===== src/lvio_pkg.sv =====
// Constants shared by the low-voltage port block: register map, fields, reset values.
// Assumes a 32-bit classic Wishbone slave port; registers sit in the low byte of each word.
package lvio_pkg;
  // ------------------------------------------------------------------
  // Register indices (byte address = 4 * index)
  // ------------------------------------------------------------------
  localparam logic [7:0] IDX_PORT_CONFIG  = 8'h00;  // port_config_reg, write only
  localparam logic [7:0] IDX_SECOND_DIR   = 8'hF6;  // second_port_direction, write only
  localparam logic [7:0] IDX_THIRD_MODE   = 8'hF7;  // third_port_mode, write only
  localparam logic [7:0] IDX_FIRST_MODE   = 8'hF8;  // first-port nibble direction
  localparam logic [7:0] IDX_FIRST_OUT    = 8'h10;
  localparam logic [7:0] IDX_SECOND_OUT   = 8'h11;
  localparam logic [7:0] IDX_THIRD_OUT    = 8'h12;
  localparam logic [7:0] IDX_FIRST_IN     = 8'h13;
  localparam logic [7:0] IDX_SECOND_IN    = 8'h14;
  localparam logic [7:0] IDX_THIRD_IN     = 8'h15;
  localparam logic [7:0] IDX_IRQ_STAT     = 8'h16;
  localparam logic [7:0] IDX_IRQ_MASK     = 8'h17;
  localparam logic [7:0] IDX_IRQ_EDGE     = 8'h18;
  localparam logic [7:0] IDX_TIMER_ROUTE  = 8'h19;
  // ------------------------------------------------------------------
  // Field positions
  // ------------------------------------------------------------------
  localparam int PORT_CONFIG_CMP_OUT   = 0;  // comparator outputs onto lines four and seven
  localparam int PORT_CONFIG_P0_PP     = 2;  // first port push-pull when set
  localparam int FPM_LO_OUT     = 0;  // lower nibble output when set
  localparam int FPM_HI_OUT     = 1;  // upper nibble output when set
  localparam int P3M_P2_PP      = 0;  // second port push-pull when set
  localparam int P3M_ANALOG     = 1;  // comparator front end enabled
  localparam int EDGE_LO        = 6;  // edge select field, bits 7:6
  localparam int EDGE_HI        = 7;
  localparam int TR_T8_OUT      = 0;  // eight_bit_timer_ctrl bit 0
  localparam int TR_T16_OUT     = 1;  // sixteen_bit_timer_ctrl bit 0
  localparam int TR_COMMON_LO   = 4;  // common_timer_ctrl bits 5:4
  localparam int TR_COMMON_HI   = 5;
  localparam int TR_DEMOD       = 6;  // timer edge input from second_port_line_zero
  localparam int IRQ_ZERO       = 0;
  localparam int IRQ_ONE        = 1;
  localparam int IRQ_TWO        = 2;
  // ------------------------------------------------------------------
  // Reset values
  // ------------------------------------------------------------------
  localparam logic [7:0] RST_PORT_CONFIG = 8'h00;
  localparam logic [7:0] RST_SECOND_DIR  = 8'hFF;  // one = input
  localparam logic [7:0] RST_THIRD_MODE  = 8'h00;
  localparam logic [7:0] RST_FIRST_MODE  = 8'h00;
  localparam logic [7:0] RST_ZERO        = 8'h00;
endpackage


===== src/lvio_edge_if.sv =====
// Carrier between the port top and its edge detectors.
// Assumes both ends sit on the same clock.
`timescale 1ns/100ps
interface lvio_edge_if;
  logic level;
  logic rise_en;
  logic fall_en;
  logic pulse;
  modport det (input level, input rise_en, input fall_en, output pulse);
  modport ctl (output level, output rise_en, output fall_en, input pulse);
endinterface


===== src/lvio_edge.sv =====
// Edge detector for one interrupt line of the fixed port.
// Assumes level is already synchronised to clk_i.
`timescale 1ns/100ps
module lvio_edge (
  input  wire logic clk_i,
  input  wire logic rst_i,
  lvio_edge_if.det  e
);
  logic prev_r;
  logic primed_r;
  logic pulse_r;

  // Prime after reset so a line held high gives no false edge
  always_ff @(posedge clk_i) begin
    if (rst_i) begin
      prev_r   <= 1'b0;
      primed_r <= 1'b0;
    end else begin
      prev_r   <= e.level;
      primed_r <= 1'b1;
    end
  end

  // One-cycle pulse on a selected edge
  always_ff @(posedge clk_i) begin
    if (rst_i) begin
      pulse_r <= 1'b0;
    end else begin
      pulse_r <= primed_r & ((e.rise_en & e.level & ~prev_r) | (e.fall_en & ~e.level & prev_r));
    end
  end

  assign e.pulse = pulse_r;
endmodule // lvio_edge


===== src/lvio_top.sv =====
// Port logic of a low-voltage microcontroller: nibble port, bit port with wake gates, fixed port.
// Assumes a classic Wishbone master on clk_i, pins and comparator results asynchronous.
//
// Operation
// First port direction set per nibble
// First port push-pull or open-drain select
// First port all inputs after reset
// Pull-ups off on lines driven out
// Second port direction per line, always usable
// Second port one global drive type
// Second port all inputs after reset
// Second port AND and OR wake gates
// Line zero feeds timer edge in demodulation
// Fixed port: three inputs, four outputs
// Analog mode enables comparators on lines one, two
// Lines one, two interrupt edge selectable
// Timer edge input from line one or zero
// Timer control bits route fixed outputs
// Line three: input bit or stop source
// Comparators powered down in stop mode
// Comparator outputs onto lines four, seven
// Unassigned fixed outputs drive data latch
//
// The Wishbone register port was decided locally.
`timescale 1ns/100ps
module lvio_top
  import lvio_pkg::*;
(
  input  wire logic        clk_i,
  input  wire logic        rst_i,
  input  wire logic        wb_cyc_i,
  input  wire logic        wb_stb_i,
  input  wire logic        wb_we_i,
  input  wire logic [9:0]  wb_adr_i,
  input  wire logic [3:0]  wb_sel_i,
  input  wire logic [31:0] wb_dat_i,
  output logic      [31:0] wb_dat_o,
  output logic             wb_ack_o,
  input  wire logic [7:0]  p0_i,
  output logic      [7:0]  p0_o,
  output logic      [7:0]  p0_oe_n_o,
  output logic      [7:0]  p0_pu_o,
  input  wire logic [7:0]  p2_i,
  output logic      [7:0]  p2_o,
  output logic      [7:0]  p2_oe_n_o,
  output logic      [7:0]  p2_pu_o,
  input  wire logic [2:0]  p3_i,
  output logic      [3:0]  p3_o,
  input  wire logic        cmp_a_i,
  input  wire logic        cmp_b_i,
  output logic             cmp_pwr_o,
  input  wire logic        stop_i,
  input  wire logic        t8_out_i,
  input  wire logic        t16_out_i,
  input  wire logic        t816_out_i,
  output logic             tmr_edge_o,
  output logic             wake_or_o,
  output logic             wake_and_o,
  output logic             stop_src_o,
  output logic             irq_o
);
  import lvio_pkg::*;

  // ------------------------------------------------------------------
  // Storage
  // ------------------------------------------------------------------
  logic [7:0] port_config_r, p2m_r, p3m_r, fpm_r;
  logic [7:0] p0_out_r, p2_out_r, p3_out_r;
  logic [2:0] irq_stat_r, irq_mask_r;
  logic [7:0] irq_edge_r, troute_r;
  logic [7:0] p0_s1, p0_s2, p2_s1, p2_s2;
  logic [2:0] p3_s1, p3_s2;
  logic [1:0] cmp_s1, cmp_s2;
  logic       ack_r;
  logic [31:0] dat_r;
  logic [3:0] p3_drv_r;
  logic [7:0] p0_dir;
  logic       analog;
  logic [2:0] sense;
  logic [2:0] irq_set;
  logic       wr_fire;
  logic [7:0] wr_byte;
  logic [7:0] idx;

  // Register index decode shared by read and write paths
  function automatic logic hit(input logic [7:0] a, input logic [7:0] b);
    hit = (a == b);
  endfunction

  // ------------------------------------------------------------------
  // Input synchronisers
  // ------------------------------------------------------------------
  // Two flops on every pin; first stage read only by the second
  always_ff @(posedge clk_i) begin
    if (rst_i) begin
      p0_s1  <= 8'h00;
      p0_s2  <= 8'h00;
      p2_s1  <= 8'h00;
      p2_s2  <= 8'h00;
      p3_s1  <= 3'h0;
      p3_s2  <= 3'h0;
      cmp_s1 <= 2'h0;
      cmp_s2 <= 2'h0;
    end else begin
      p0_s1  <= p0_i;
      p0_s2  <= p0_s1;
      p2_s1  <= p2_i;
      p2_s2  <= p2_s1;
      p3_s1  <= p3_i;
      p3_s2  <= p3_s1;
      cmp_s1 <= {cmp_b_i, cmp_a_i};
      cmp_s2 <= cmp_s1;
    end
  end

  // ------------------------------------------------------------------
  // Wishbone slave
  // ------------------------------------------------------------------
  // Ack one cycle after strobe; write lands on the ack edge
  assign idx     = wb_adr_i[9:2];
  assign wr_fire = wb_cyc_i & wb_stb_i & wb_we_i & ack_r & wb_sel_i[0];
  assign wr_byte = wb_dat_i[7:0];
  assign wb_ack_o = ack_r;
  assign wb_dat_o = dat_r;

  always_ff @(posedge clk_i) begin
    if (rst_i) begin
      ack_r <= 1'b0;
    end else begin
      ack_r <= wb_cyc_i & wb_stb_i & ~ack_r;
    end
  end

  // Read data captured at request; write-only and unmapped read as zero
  always_ff @(posedge clk_i) begin
    if (rst_i) begin
      dat_r <= 32'h0000_0000;
    end else if (wb_cyc_i & wb_stb_i & ~ack_r) begin
      dat_r <= 32'h0000_0000;
      if (hit(idx, IDX_FIRST_OUT))   dat_r[7:0] <= p0_out_r;
      if (hit(idx, IDX_SECOND_OUT))  dat_r[7:0] <= p2_out_r;
      if (hit(idx, IDX_THIRD_OUT))   dat_r[7:0] <= p3_out_r;
      if (hit(idx, IDX_FIRST_IN))    dat_r[7:0] <= p0_s2;
      if (hit(idx, IDX_SECOND_IN))   dat_r[7:0] <= p2_s2;
      if (hit(idx, IDX_THIRD_IN))    dat_r[7:0] <= {4'h0, sense, 1'b0};
      if (hit(idx, IDX_IRQ_STAT))    dat_r[7:0] <= {5'h00, irq_stat_r};
      if (hit(idx, IDX_IRQ_MASK))    dat_r[7:0] <= {5'h00, irq_mask_r};
      if (hit(idx, IDX_IRQ_EDGE))    dat_r[7:0] <= irq_edge_r;
      if (hit(idx, IDX_TIMER_ROUTE)) dat_r[7:0] <= troute_r;
    end
  end

  // ------------------------------------------------------------------
  // Configuration registers
  // ------------------------------------------------------------------
  // Mode registers; reset leaves every first and second port line an input
  always_ff @(posedge clk_i) begin
    if (rst_i) begin
      port_config_r <= RST_PORT_CONFIG;
      p2m_r  <= RST_SECOND_DIR;
      p3m_r  <= RST_THIRD_MODE;
      fpm_r  <= RST_FIRST_MODE;
    end else if (wr_fire) begin
      if (hit(idx, IDX_PORT_CONFIG)) port_config_r <= wr_byte;
      if (hit(idx, IDX_SECOND_DIR))  p2m_r  <= wr_byte;
      if (hit(idx, IDX_THIRD_MODE))  p3m_r  <= wr_byte;
      if (hit(idx, IDX_FIRST_MODE))  fpm_r  <= wr_byte;
    end
  end

  // Output data latches and routing controls
  always_ff @(posedge clk_i) begin
    if (rst_i) begin
      p0_out_r   <= RST_ZERO;
      p2_out_r   <= RST_ZERO;
      p3_out_r   <= RST_ZERO;
      irq_mask_r <= 3'h0;
      irq_edge_r <= RST_ZERO;
      troute_r   <= RST_ZERO;
    end else if (wr_fire) begin
      if (hit(idx, IDX_FIRST_OUT))   p0_out_r   <= wr_byte;
      if (hit(idx, IDX_SECOND_OUT))  p2_out_r   <= wr_byte;
      if (hit(idx, IDX_THIRD_OUT))   p3_out_r   <= wr_byte;
      if (hit(idx, IDX_IRQ_MASK))    irq_mask_r <= wr_byte[2:0];
      if (hit(idx, IDX_IRQ_EDGE))    irq_edge_r <= wr_byte;
      if (hit(idx, IDX_TIMER_ROUTE)) troute_r   <= wr_byte;
    end
  end

  // ------------------------------------------------------------------
  // First and second port drivers
  // ------------------------------------------------------------------
  // Open drain only pulls low; enable is active low
  assign p0_dir    = {{4{fpm_r[FPM_HI_OUT]}}, {4{fpm_r[FPM_LO_OUT]}}};
  assign p0_o      = p0_out_r;
  assign p0_oe_n_o = ~(p0_dir & ({8{port_config_r[PORT_CONFIG_P0_PP]}} | ~p0_out_r));
  assign p0_pu_o   = ~p0_dir;
  assign p2_o      = p2_out_r;
  assign p2_oe_n_o = ~(~p2m_r & ({8{p3m_r[P3M_P2_PP]}} | ~p2_out_r));
  assign p2_pu_o   = p2m_r;

  // Wake gates look at the pins whatever their direction
  assign wake_or_o  = |p2_s2;
  assign wake_and_o = &p2_s2;

  // ------------------------------------------------------------------
  // Fixed port inputs and comparators
  // ------------------------------------------------------------------
  // Comparators sleep in stop mode to save supply current
  assign analog    = p3m_r[P3M_ANALOG];
  assign cmp_pwr_o = analog & ~stop_i;
  assign sense     = analog ? {p3_s2[2], cmp_s2} : p3_s2;
  assign stop_src_o = analog & p3_s2[2];
  assign tmr_edge_o = troute_r[TR_DEMOD] ? p2_s2[0] : sense[0];

  lvio_edge_if e1 ();
  lvio_edge_if e2 ();
  lvio_edge_if e3 ();

  // Edge field 00 falls, 01 line two rises, 10 line one rises, 11 both
  assign e1.level   = sense[0];
  assign e1.rise_en = irq_edge_r[EDGE_HI];
  assign e1.fall_en = ~irq_edge_r[EDGE_HI] | irq_edge_r[EDGE_LO];
  assign e2.level   = sense[1];
  assign e2.rise_en = irq_edge_r[EDGE_LO];
  assign e2.fall_en = ~irq_edge_r[EDGE_LO] | irq_edge_r[EDGE_HI];
  assign e3.level   = p3_s2[2];
  assign e3.rise_en = 1'b0;
  assign e3.fall_en = 1'b1;

  lvio_edge u_edge1 (.clk_i(clk_i), .rst_i(rst_i), .e(e1));
  lvio_edge u_edge2 (.clk_i(clk_i), .rst_i(rst_i), .e(e2));
  lvio_edge u_edge3 (.clk_i(clk_i), .rst_i(rst_i), .e(e3));

  // Line three raises interrupt one only in digital mode
  assign irq_set[IRQ_ZERO] = e2.pulse;
  assign irq_set[IRQ_ONE]  = e3.pulse & ~analog;
  assign irq_set[IRQ_TWO]  = e1.pulse;

  // ------------------------------------------------------------------
  // Interrupt status
  // ------------------------------------------------------------------
  // Write one clears; a new event in the same cycle wins
  always_ff @(posedge clk_i) begin
    if (rst_i) begin
      irq_stat_r <= 3'h0;
    end else begin
      irq_stat_r <= (irq_stat_r & ~((wr_fire & hit(idx, IDX_IRQ_STAT)) ? wr_byte[2:0] : 3'h0)) | irq_set;
    end
  end

  assign irq_o = |(irq_stat_r & irq_mask_r);

  // ------------------------------------------------------------------
  // Fixed port outputs
  // ------------------------------------------------------------------
  // Registered mux so pins never glitch between sources
  always_ff @(posedge clk_i) begin
    if (rst_i) begin
      p3_drv_r <= 4'h0;
    end else begin
      p3_drv_r[0] <= port_config_r[PORT_CONFIG_CMP_OUT] ? cmp_s2[0] :
                     troute_r[TR_T8_OUT] ? t8_out_i : p3_out_r[4];
      p3_drv_r[1] <= troute_r[TR_T16_OUT] ? t16_out_i : p3_out_r[5];
      case (troute_r[TR_COMMON_HI:TR_COMMON_LO])
        2'h1:    p3_drv_r[2] <= t8_out_i;
        2'h2:    p3_drv_r[2] <= t16_out_i;
        2'h3:    p3_drv_r[2] <= t816_out_i;
        default: p3_drv_r[2] <= p3_out_r[6];
      endcase
      p3_drv_r[3] <= port_config_r[PORT_CONFIG_CMP_OUT] ? cmp_s2[1] : p3_out_r[7];
    end
  end

  assign p3_o = p3_drv_r;

  // ------------------------------------------------------------------
  // Assertions
  // ------------------------------------------------------------------
  property p_p0_nibble;
    @(posedge clk_i) disable iff (rst_i)
    !fpm_r[FPM_LO_OUT] |-> (p0_oe_n_o[3:0] == 4'hF);
  endproperty
  a_p0_nibble: assert property (p_p0_nibble) else $error("lower nibble driven while input");

  property p_p0_od;
    @(posedge clk_i) disable iff (rst_i)
    (!port_config_r[PORT_CONFIG_P0_PP] && p0_out_r[0]) |-> p0_oe_n_o[0];
  endproperty
  a_p0_od: assert property (p_p0_od) else $error("open drain drove a high");

  property p_p0_reset;
    @(posedge clk_i) rst_i |=> (p0_oe_n_o == 8'hFF) && (p2_oe_n_o == 8'hFF);
  endproperty
  a_p0_reset: assert property (p_p0_reset) else $error("port driven after reset");

  property p_pullup_off;
    @(posedge clk_i) disable iff (rst_i)
    ((p0_pu_o & ~p0_oe_n_o) == 8'h00) && ((p2_pu_o & ~p2_oe_n_o) == 8'h00);
  endproperty
  a_pullup_off: assert property (p_pullup_off) else $error("pull-up on a driven line");

  property p_p2_global;
    @(posedge clk_i) disable iff (rst_i)
    !p3m_r[P3M_P2_PP] |-> ((~p2_oe_n_o & p2_out_r) == 8'h00);
  endproperty
  a_p2_global: assert property (p_p2_global) else $error("second port open drain drove a high");

  property p_wake_or;
    @(posedge clk_i) disable iff (rst_i)
    (p2_i == 8'h00) [*3] |-> !wake_or_o;
  endproperty
  a_wake_or: assert property (p_wake_or) else $error("or gate high with all lines low");

  property p_cmp_stop;
    @(posedge clk_i) disable iff (rst_i)
    stop_i |-> !cmp_pwr_o;
  endproperty
  a_cmp_stop: assert property (p_cmp_stop) else $error("comparators powered in stop");

  property p_irq_set;
    @(posedge clk_i) disable iff (rst_i)
    e1.pulse |=> irq_stat_r[IRQ_TWO];
  endproperty
  a_irq_set: assert property (p_irq_set) else $error("line one edge lost");

  property p_line3_analog;
    @(posedge clk_i) disable iff (rst_i)
    (analog && $stable(analog)) |-> !irq_set[IRQ_ONE];
  endproperty
  a_line3_analog: assert property (p_line3_analog) else $error("interrupt one in analog mode");

  property p_cmp_route;
    @(posedge clk_i) disable iff (rst_i)
    (port_config_r[PORT_CONFIG_CMP_OUT] && !$past(rst_i)) |=> (p3_o[3] == $past(cmp_s2[1]));
  endproperty
  a_cmp_route: assert property (p_cmp_route) else $error("line seven not comparator");

  property p_latch_out;
    @(posedge clk_i) disable iff (rst_i)
    !troute_r[TR_T16_OUT] |=> (p3_o[1] == $past(p3_out_r[5]));
  endproperty
  a_latch_out: assert property (p_latch_out) else $error("line five not from latch");

  c_irq:    cover property (@(posedge clk_i) disable iff (rst_i) $rose(irq_o));
  c_analog: cover property (@(posedge clk_i) disable iff (rst_i) analog && stop_src_o);
  c_drive:  cover property (@(posedge clk_i) disable iff (rst_i) p0_oe_n_o == 8'h00);
endmodule // lvio_top


===== config.mk =====
export PLATFORM = sky130hd
export DESIGN_NAME = lvio_top
export DESIGN_NICKNAME = d
export VERILOG_FILES = /design/src/lvio_pkg.sv /design/src/lvio_edge_if.sv /design/src/lvio_edge.sv /design/src/lvio_top.sv
export SDC_FILE = /design/constraint.sdc
export NUM_CORES = 1
export LEC_CHECK = 0
export BUFFER_PORTS_ARGS = -buffer_cell sky130_fd_sc_hd__buf_2
export CAP_MARGIN = 40
export CORE_MARGIN = 2
export CORE_UTILIZATION = 45
export CTS_BUF_LIST = sky130_fd_sc_hd__clkbuf_2
export DETAILED_ROUTE_END_ITERATION = 6
export GPL_TIMING_DRIVEN = 0
export PLACE_DENSITY = 0.8
export SETUP_SLACK_MARGIN = 0.4
export SYNTH_ARGS = -nofsm -noshare
export SYNTH_HDL_FRONTEND = slang
export SYNTH_HIERARCHICAL = 1
export SYNTH_SLANG_ARGS = --single-unit

===== constraint.sdc =====
create_clock -name clk_i -period 2.6 [get_ports clk_i]
set_input_delay 0.52 -clock clk_i [delete_from_list [all_inputs] [get_ports clk_i]]
set_output_delay 0.52 -clock clk_i [all_outputs]
set_load 0.05 [all_outputs]

# Word level (Yosys, flattened, before mapping)
# Index checks and enable logic that the tools add are counted.
[totals]
regBits = 123
inputBits = 76
out_inout_bits = 91
elab_cells = 127
[op_classes]
n_eq_ne = 16
muxes = 19
bitwise = 49
reduce_logical = 14
[ops]
columns = ["op", "count"]
rows = [
  ["$eq A8 B5 Y1 const B", 10],
  ["$mux W8", 10],
  ["$not A8 Y8", 6],
  ["$eq A8 B8 Y1 const B", 3],
  ["$and A1 B1 Y1", 21],
  ["$reduce_and A2 Y1", 10],
  ["$and A8 B8 Y8", 2],
  ["$or A8 B8 Y8", 2],
  ["$not A1 Y1", 10],
  ["$logic_not A8 Y1", 1],
  ["$reduce_and A8 Y1", 1],
  ["$reduce_or A8 Y1", 1],
  ["$and A3 B3 Y3", 2],
  ["$mux W1", 6],
  ["$eq A2 B2 Y1 const B", 2],
  ["$or A1 B1 Y1", 4],
  ["$mux W3", 1],
  ["$not A3 Y3", 1],
  ["$or A3 B3 Y3", 1],
  ["$pmux W1 S3", 1],
  ["$reduce_or A3 Y1", 1],
  ["$eq A2 B1 Y1 const B", 1],
  ["$mux W2", 1],
]

# Logic depth before layout (Yosys ltp)
[logic_depth]
word_depth = 11
ltp_mapped = 7
mapped_depth_nobuf = 5

# Cells and area by module
# Netlist, hierarchy kept.
[by_module_without_submodules]
columns = ["module", "instances", "cells_per_inst", "area_each_um2", "seq_area_each_um2"]
rows = [
  ["lvio_top", 1, 542, 5034.8, 2302.2],
  ["lvio_edge", 3, 9, 100.1, 60.1],
]

# Worst setup path after synthesis
# No wires, ideal clock.
[synth_timing]
path_type = "reg-to-output"
startpoint = "reg p0_out_r[7], in the netlist p0_o[7]"
endpoint = "out p0_oe_n_o[7]"
arrival_ns = 1.821
t_required_ns = 2.080
slack_ns = 0.259
stages_incl_launch_ff = 3
n_path_buf = 0
cell_sequence = "dfxtp_1 > inv_1 > o21ai_0"
[synth_between]
elab_chain_cells = 4
[synth_lines]
columns = ["element", "line_no", "source"]
rows = [
  ["start: declaration", "lvio_top.sv:68", "logic [7:0] p0_out_r, p2_out_r, p3_out_r;"],
  ["start signal: assignment", "lvio_top.sv:181", "if (hit(idx, IDX_FIRST_OUT)) p0_out_r <= wr_byte;"],
  ["$not A8 Y8", "lvio_top.sv:196", "assign p0_oe_n_o = ~(p0_dir & ({8{port_config_r[PORT_CONFIG_P0_PP]}} | ~p0_out_r));"],
  ["$or A8 B8 Y8", "lvio_top.sv:196", ""],
  ["$and A8 B8 Y8", "lvio_top.sv:196", ""],
  ["$not A8 Y8", "lvio_top.sv:196", ""],
  ["end: declaration", "lvio_top.sv:41", "output logic [7:0] p0_oe_n_o,"],
]
# Every way passes these cells.

# Worst setup path after layout
[layout_timing]
startpoint = "reg p3m_r[1]"
endpoint = "out tmr_edge_o"
[layout_between]
elab_chain_cells = 2
[layout_lines]
columns = ["element", "line_no", "source"]
rows = [
  ["start: declaration", "lvio_top.sv:67", "logic [7:0] port_config_r, p2m_r, p3m_r, fpm_r;"],
  ["start signal: assignment", "lvio_top.sv:166", "if (hit(idx, IDX_THIRD_MODE)) p3m_r <= wr_byte;"],
  ["$mux W2", "lvio_top.sv:212", "assign sense = analog ? {p3_s2[2], cmp_s2} : p3_s2;"],
  ["named net sense[0]", "lvio_top.sv:79", "logic [2:0] sense;"],
  ["$mux W1", "lvio_top.sv:214", "assign tmr_edge_o = troute_r[TR_DEMOD] ? p2_s2[0] : sense[0];"],
  ["end: declaration", "lvio_top.sv:56", "output logic tmr_edge_o,"],
]
# The timed path passes the listed nets, and every way through them passes these cells.

==> key figures <==
Clock network
  • CTS Buf Count: 17
  • Max H-tree Level: 4
  • Clk Latency, worst-skew pair: 0.68 ns
  • Clock-pin slew on the worst setup and hold paths: 0.18 ns
  • CTS Sinks: 124
  • Root Driver: clkbuf_2
  • CTS tree: done
  • Clock Path Buffers: 2

Detailed routing
  • Drt wl/cell: 17.4 µm
  • Initial DRC count: 438
  • Residual DRC: 12
  • Vias per inst: 5.25
  • DR vias: 4655
  • Final wirelength: 15400 µm
  • DR pass1 iterations: 7
  • Routed Antenna Nets: 0

GRT
  • First-pass GRT wire length: 23800 µm
  • Grt ovf: 0
  • Largest net degree at the start of global routing: 17
  • Gr usage total: 24.6%
  • Vias in the first global route: 4379
  • Antenna violations before repair: 1

Timing
  • Max-slew headroom: 44.4%
  • Setup Skew: 0.0315 ns
  • Max Slew Vio Count: 0
  • FMAX: 434 MHz
  • Final setup violation count: 0
  • Worst slew pin tran: 0.828 ns
  • Min Tclk post-route: 2.30 ns
  • Final worst path period share: 88.6%
  • Min Hold Slack: 0.0402 ns
  • TNS Setup: 0 ns
  • RSZ-0062 raised after global routing: true
  • Final hold viol count: 0

Logic synthesis
  • Syn_area_per_cell: 9.38 µm²
  • Netlist cell types: 53
  • #FFs+latches synth: 124
  • Async set-reset flop share out of synthesis: 0%
  • Synth Area in Simple Gates: 19.3%
  • Largest family of logic cells by synthesized area: simple AND/OR/NAND/NOR gates
  • Cells after Synth: 569
  • Post-synth EDFFs: 0
  • Adder-Cell Fraction of Synth Area: 0%
  • Synth top area share: 46.5%
  • Synth warnings: 6
  • Area share of xor/xnor cells in the synthesized design: 0%
  • Cell taking the most area after synthesis: dfxtp_1
  • Leading cell types by count after synthesis: 124 x dfxtp_1, 64 x nor2_1, 52 x nor2b_1, 43 x o21ai_0, 37 x mux2i_1
  • Largest cells by area after synthesis: dfxtp_1 47%, mux2i_1 6.9%, nor2b_1 6.1%, nor2_1 4.5%, buf_4 4.4%
  • Mux cell area share after synthesis: 11.0%
  • Mapped Area: 5340 µm²
  • Complex-gate fraction of the synthesized area: 13.8%
  • Post-synth top flop: dfxtp_1
  • Sequential share of the synthesized area: 46.5%
  • Top-count cell post-synth: dfxtp_1

Floorplanning
  • Initial Util: 46.3%
  • Die X: 113 µm
  • Core Region: 11500 µm²
  • Die footprint: 12700 µm²
  • Chip height: 113 µm
  • Number of core rows: 39
  • # IOs: 167

Worst hold path
  • Worst Hold Class: in -> reg
  • Hold_sp: p0_i[3]

Cells and area
  • Fin nets: 807
  • FF/Latch Area: 2510 µm²
  • Layout cell share with drive strength beyond 1: 30.7%
  • P&R area growth vs syn: 22.7%
  • Fillers: 1061
  • Multi-input gate area: 2490 µm²

Flow run
  • Max-cap violation count: 0

Power
  • Worst IR drop on VDD: 0.319 mV
  • Pleak: 2.71 nW
  • Cell Pwr Density: 538 nW/µm²

Setup path
  • Reg-to-Reg Start: wb_ack_o
  • Maximum fanout along the worst path: 2
  • Worst Setup End Kind: output port
  • Worst EP required: 2.08 ns
  • Startpoint Class: flop
  • Crit Path Category: reg -> out
  • Critical Path AT: 1.78 ns
  • Crit path launch: p3m_r[1]

Status
  • Failing checks: design-rule violations
  • Status: complete, but fails checks

Placement
  • Final Wtd Congestion: 0.949
  • Port bufs: 110
  • Post-DP HPWL: 11500 µm
-- layer usage --
metal,vias to the layer above,global-route usage [%],part of all wire (%),routed length [µm]
li1,2223,-,-,-
met1,2166,32.4,42,6470
met2,232,38.9,46,7020
met3,34,6.11,9.7,1490
met4,0,10.4,2.8,427
met5,-,0,0,0
-- repair_timing --
| action | 4_1_cts | 5_1_grt |
|---|---|---|
| pin swaps | 1 | 3 |
| hold buffers | 0 | 1 |
| buffers inserted | 3 | 3 |
| resized for setup | 16 | 21 |
| setup endpoints to repair | 20 | 22 |
| endpoints found under the hold margin | 0 | 1 |
-- flip-flops by register name (all words and copies together) (netlist names), 2 cells and up --
register / count
cmp_s1: 2
cmp_s2: 2
fpm_r: 2
irq_edge_r: 8
irq_mask_r: 3
irq_stat_r: 3
p0_o: 8
p0_s1: 8
p0_s2: 8
p2_o: 8
p2_pu_o: 8
p2_s1: 8
p2_s2: 8
p3_o: 4
p3_out_r: 8
p3_s1: 3
p3_s2: 3
p3m_r: 2
port_config_r: 2
troute_r: 8
wb_dat_o: 8
-- path summary, 6_finish.rpt --
| kind | endpoint | slack, ns | cells after the start |
|---|---|---|---|
| min | p0_s1[3] | 0.04 | 2 |
| min reg2reg | p2_s2[3] | 0.45 | 1 |
| max | tmr_edge_o | 0.30 | 3 |
| max reg2reg | port_config_r[0] | 0.53 | 7 |
-- power breakdown --
group / internal (mW) / switching, mW
clock: 0.533 / 0.672
combinational: 0.128 / 0.237
sequential: 1.94 / 0.0163
total: 2.60 / 0.925
-- through the flow --
stage / setup WS (ns) / instances / utilization [%] / cell area [µm²] / power (mW)
after floorplan: 0.312 / 593 / - / 5430 / 2.24
after global placement: -0.240 / 846 / 53.4 / 6150 / 2.34
after detailed placement: -0.0768 / 848 / 53.5 / 6160 / 2.34
after CTS: 0.254 / 882 / 56.1 / 6470 / 3.52
after global routing: 0.216 / 887 / 56.9 / 6550 / 3.66
final: 0.295 / 887 / 56.9 / 6550 / 3.52
-- cell families (layout without fill, tap and decap cells) --
logic type	count (synthesis)	after routing
other cells	2	27
mux	48	48
compound gates	116	116
flops	124	124
simple gates	195	195
buf+inv	84	234
-- layout by cell type, fill, tap and decap left out, types with 4 or more instances in the layout --
cell,count
nand2_1,30
buf_4,38
clkbuf_2,21
nor2b_1,51
dfxtp_1,110
mux4_2,8
nand4_1,9
mux2i_1,37
nand3b_1,8
a21o_1,9
a21oi_1,25
clkbuf_1,17
inv_1,25
buf_6,8
nor3_1,4
dfxtp_2,11
nor2_1,64
nand2b_1,8
conb_1,26
buf_2,108
a211o_1,8
a2bb2oi_1,9
o21ai_0,35
o21ai_1,8
-- area by class of cell --
type	count	share of cell area [%]
clock inverters	10	1.89
repair buffers	119	9.86
well taps	143	2.73
flip-flops and latches	124	38.3
plain buffers	58	6.06
inverters	26	1.49
multi-input cells	385	38.0
diodes	1	0.0382
clock buffers	21	1.60
-- critical path, cell delays in order (launching register included) --
cell,delay (ns)
dfxtp_4,0.38
mux2_4,0.31
mux2_4,0.29
buf_8,0.15
Note: power is estimated with default switching activity, not from simulation.
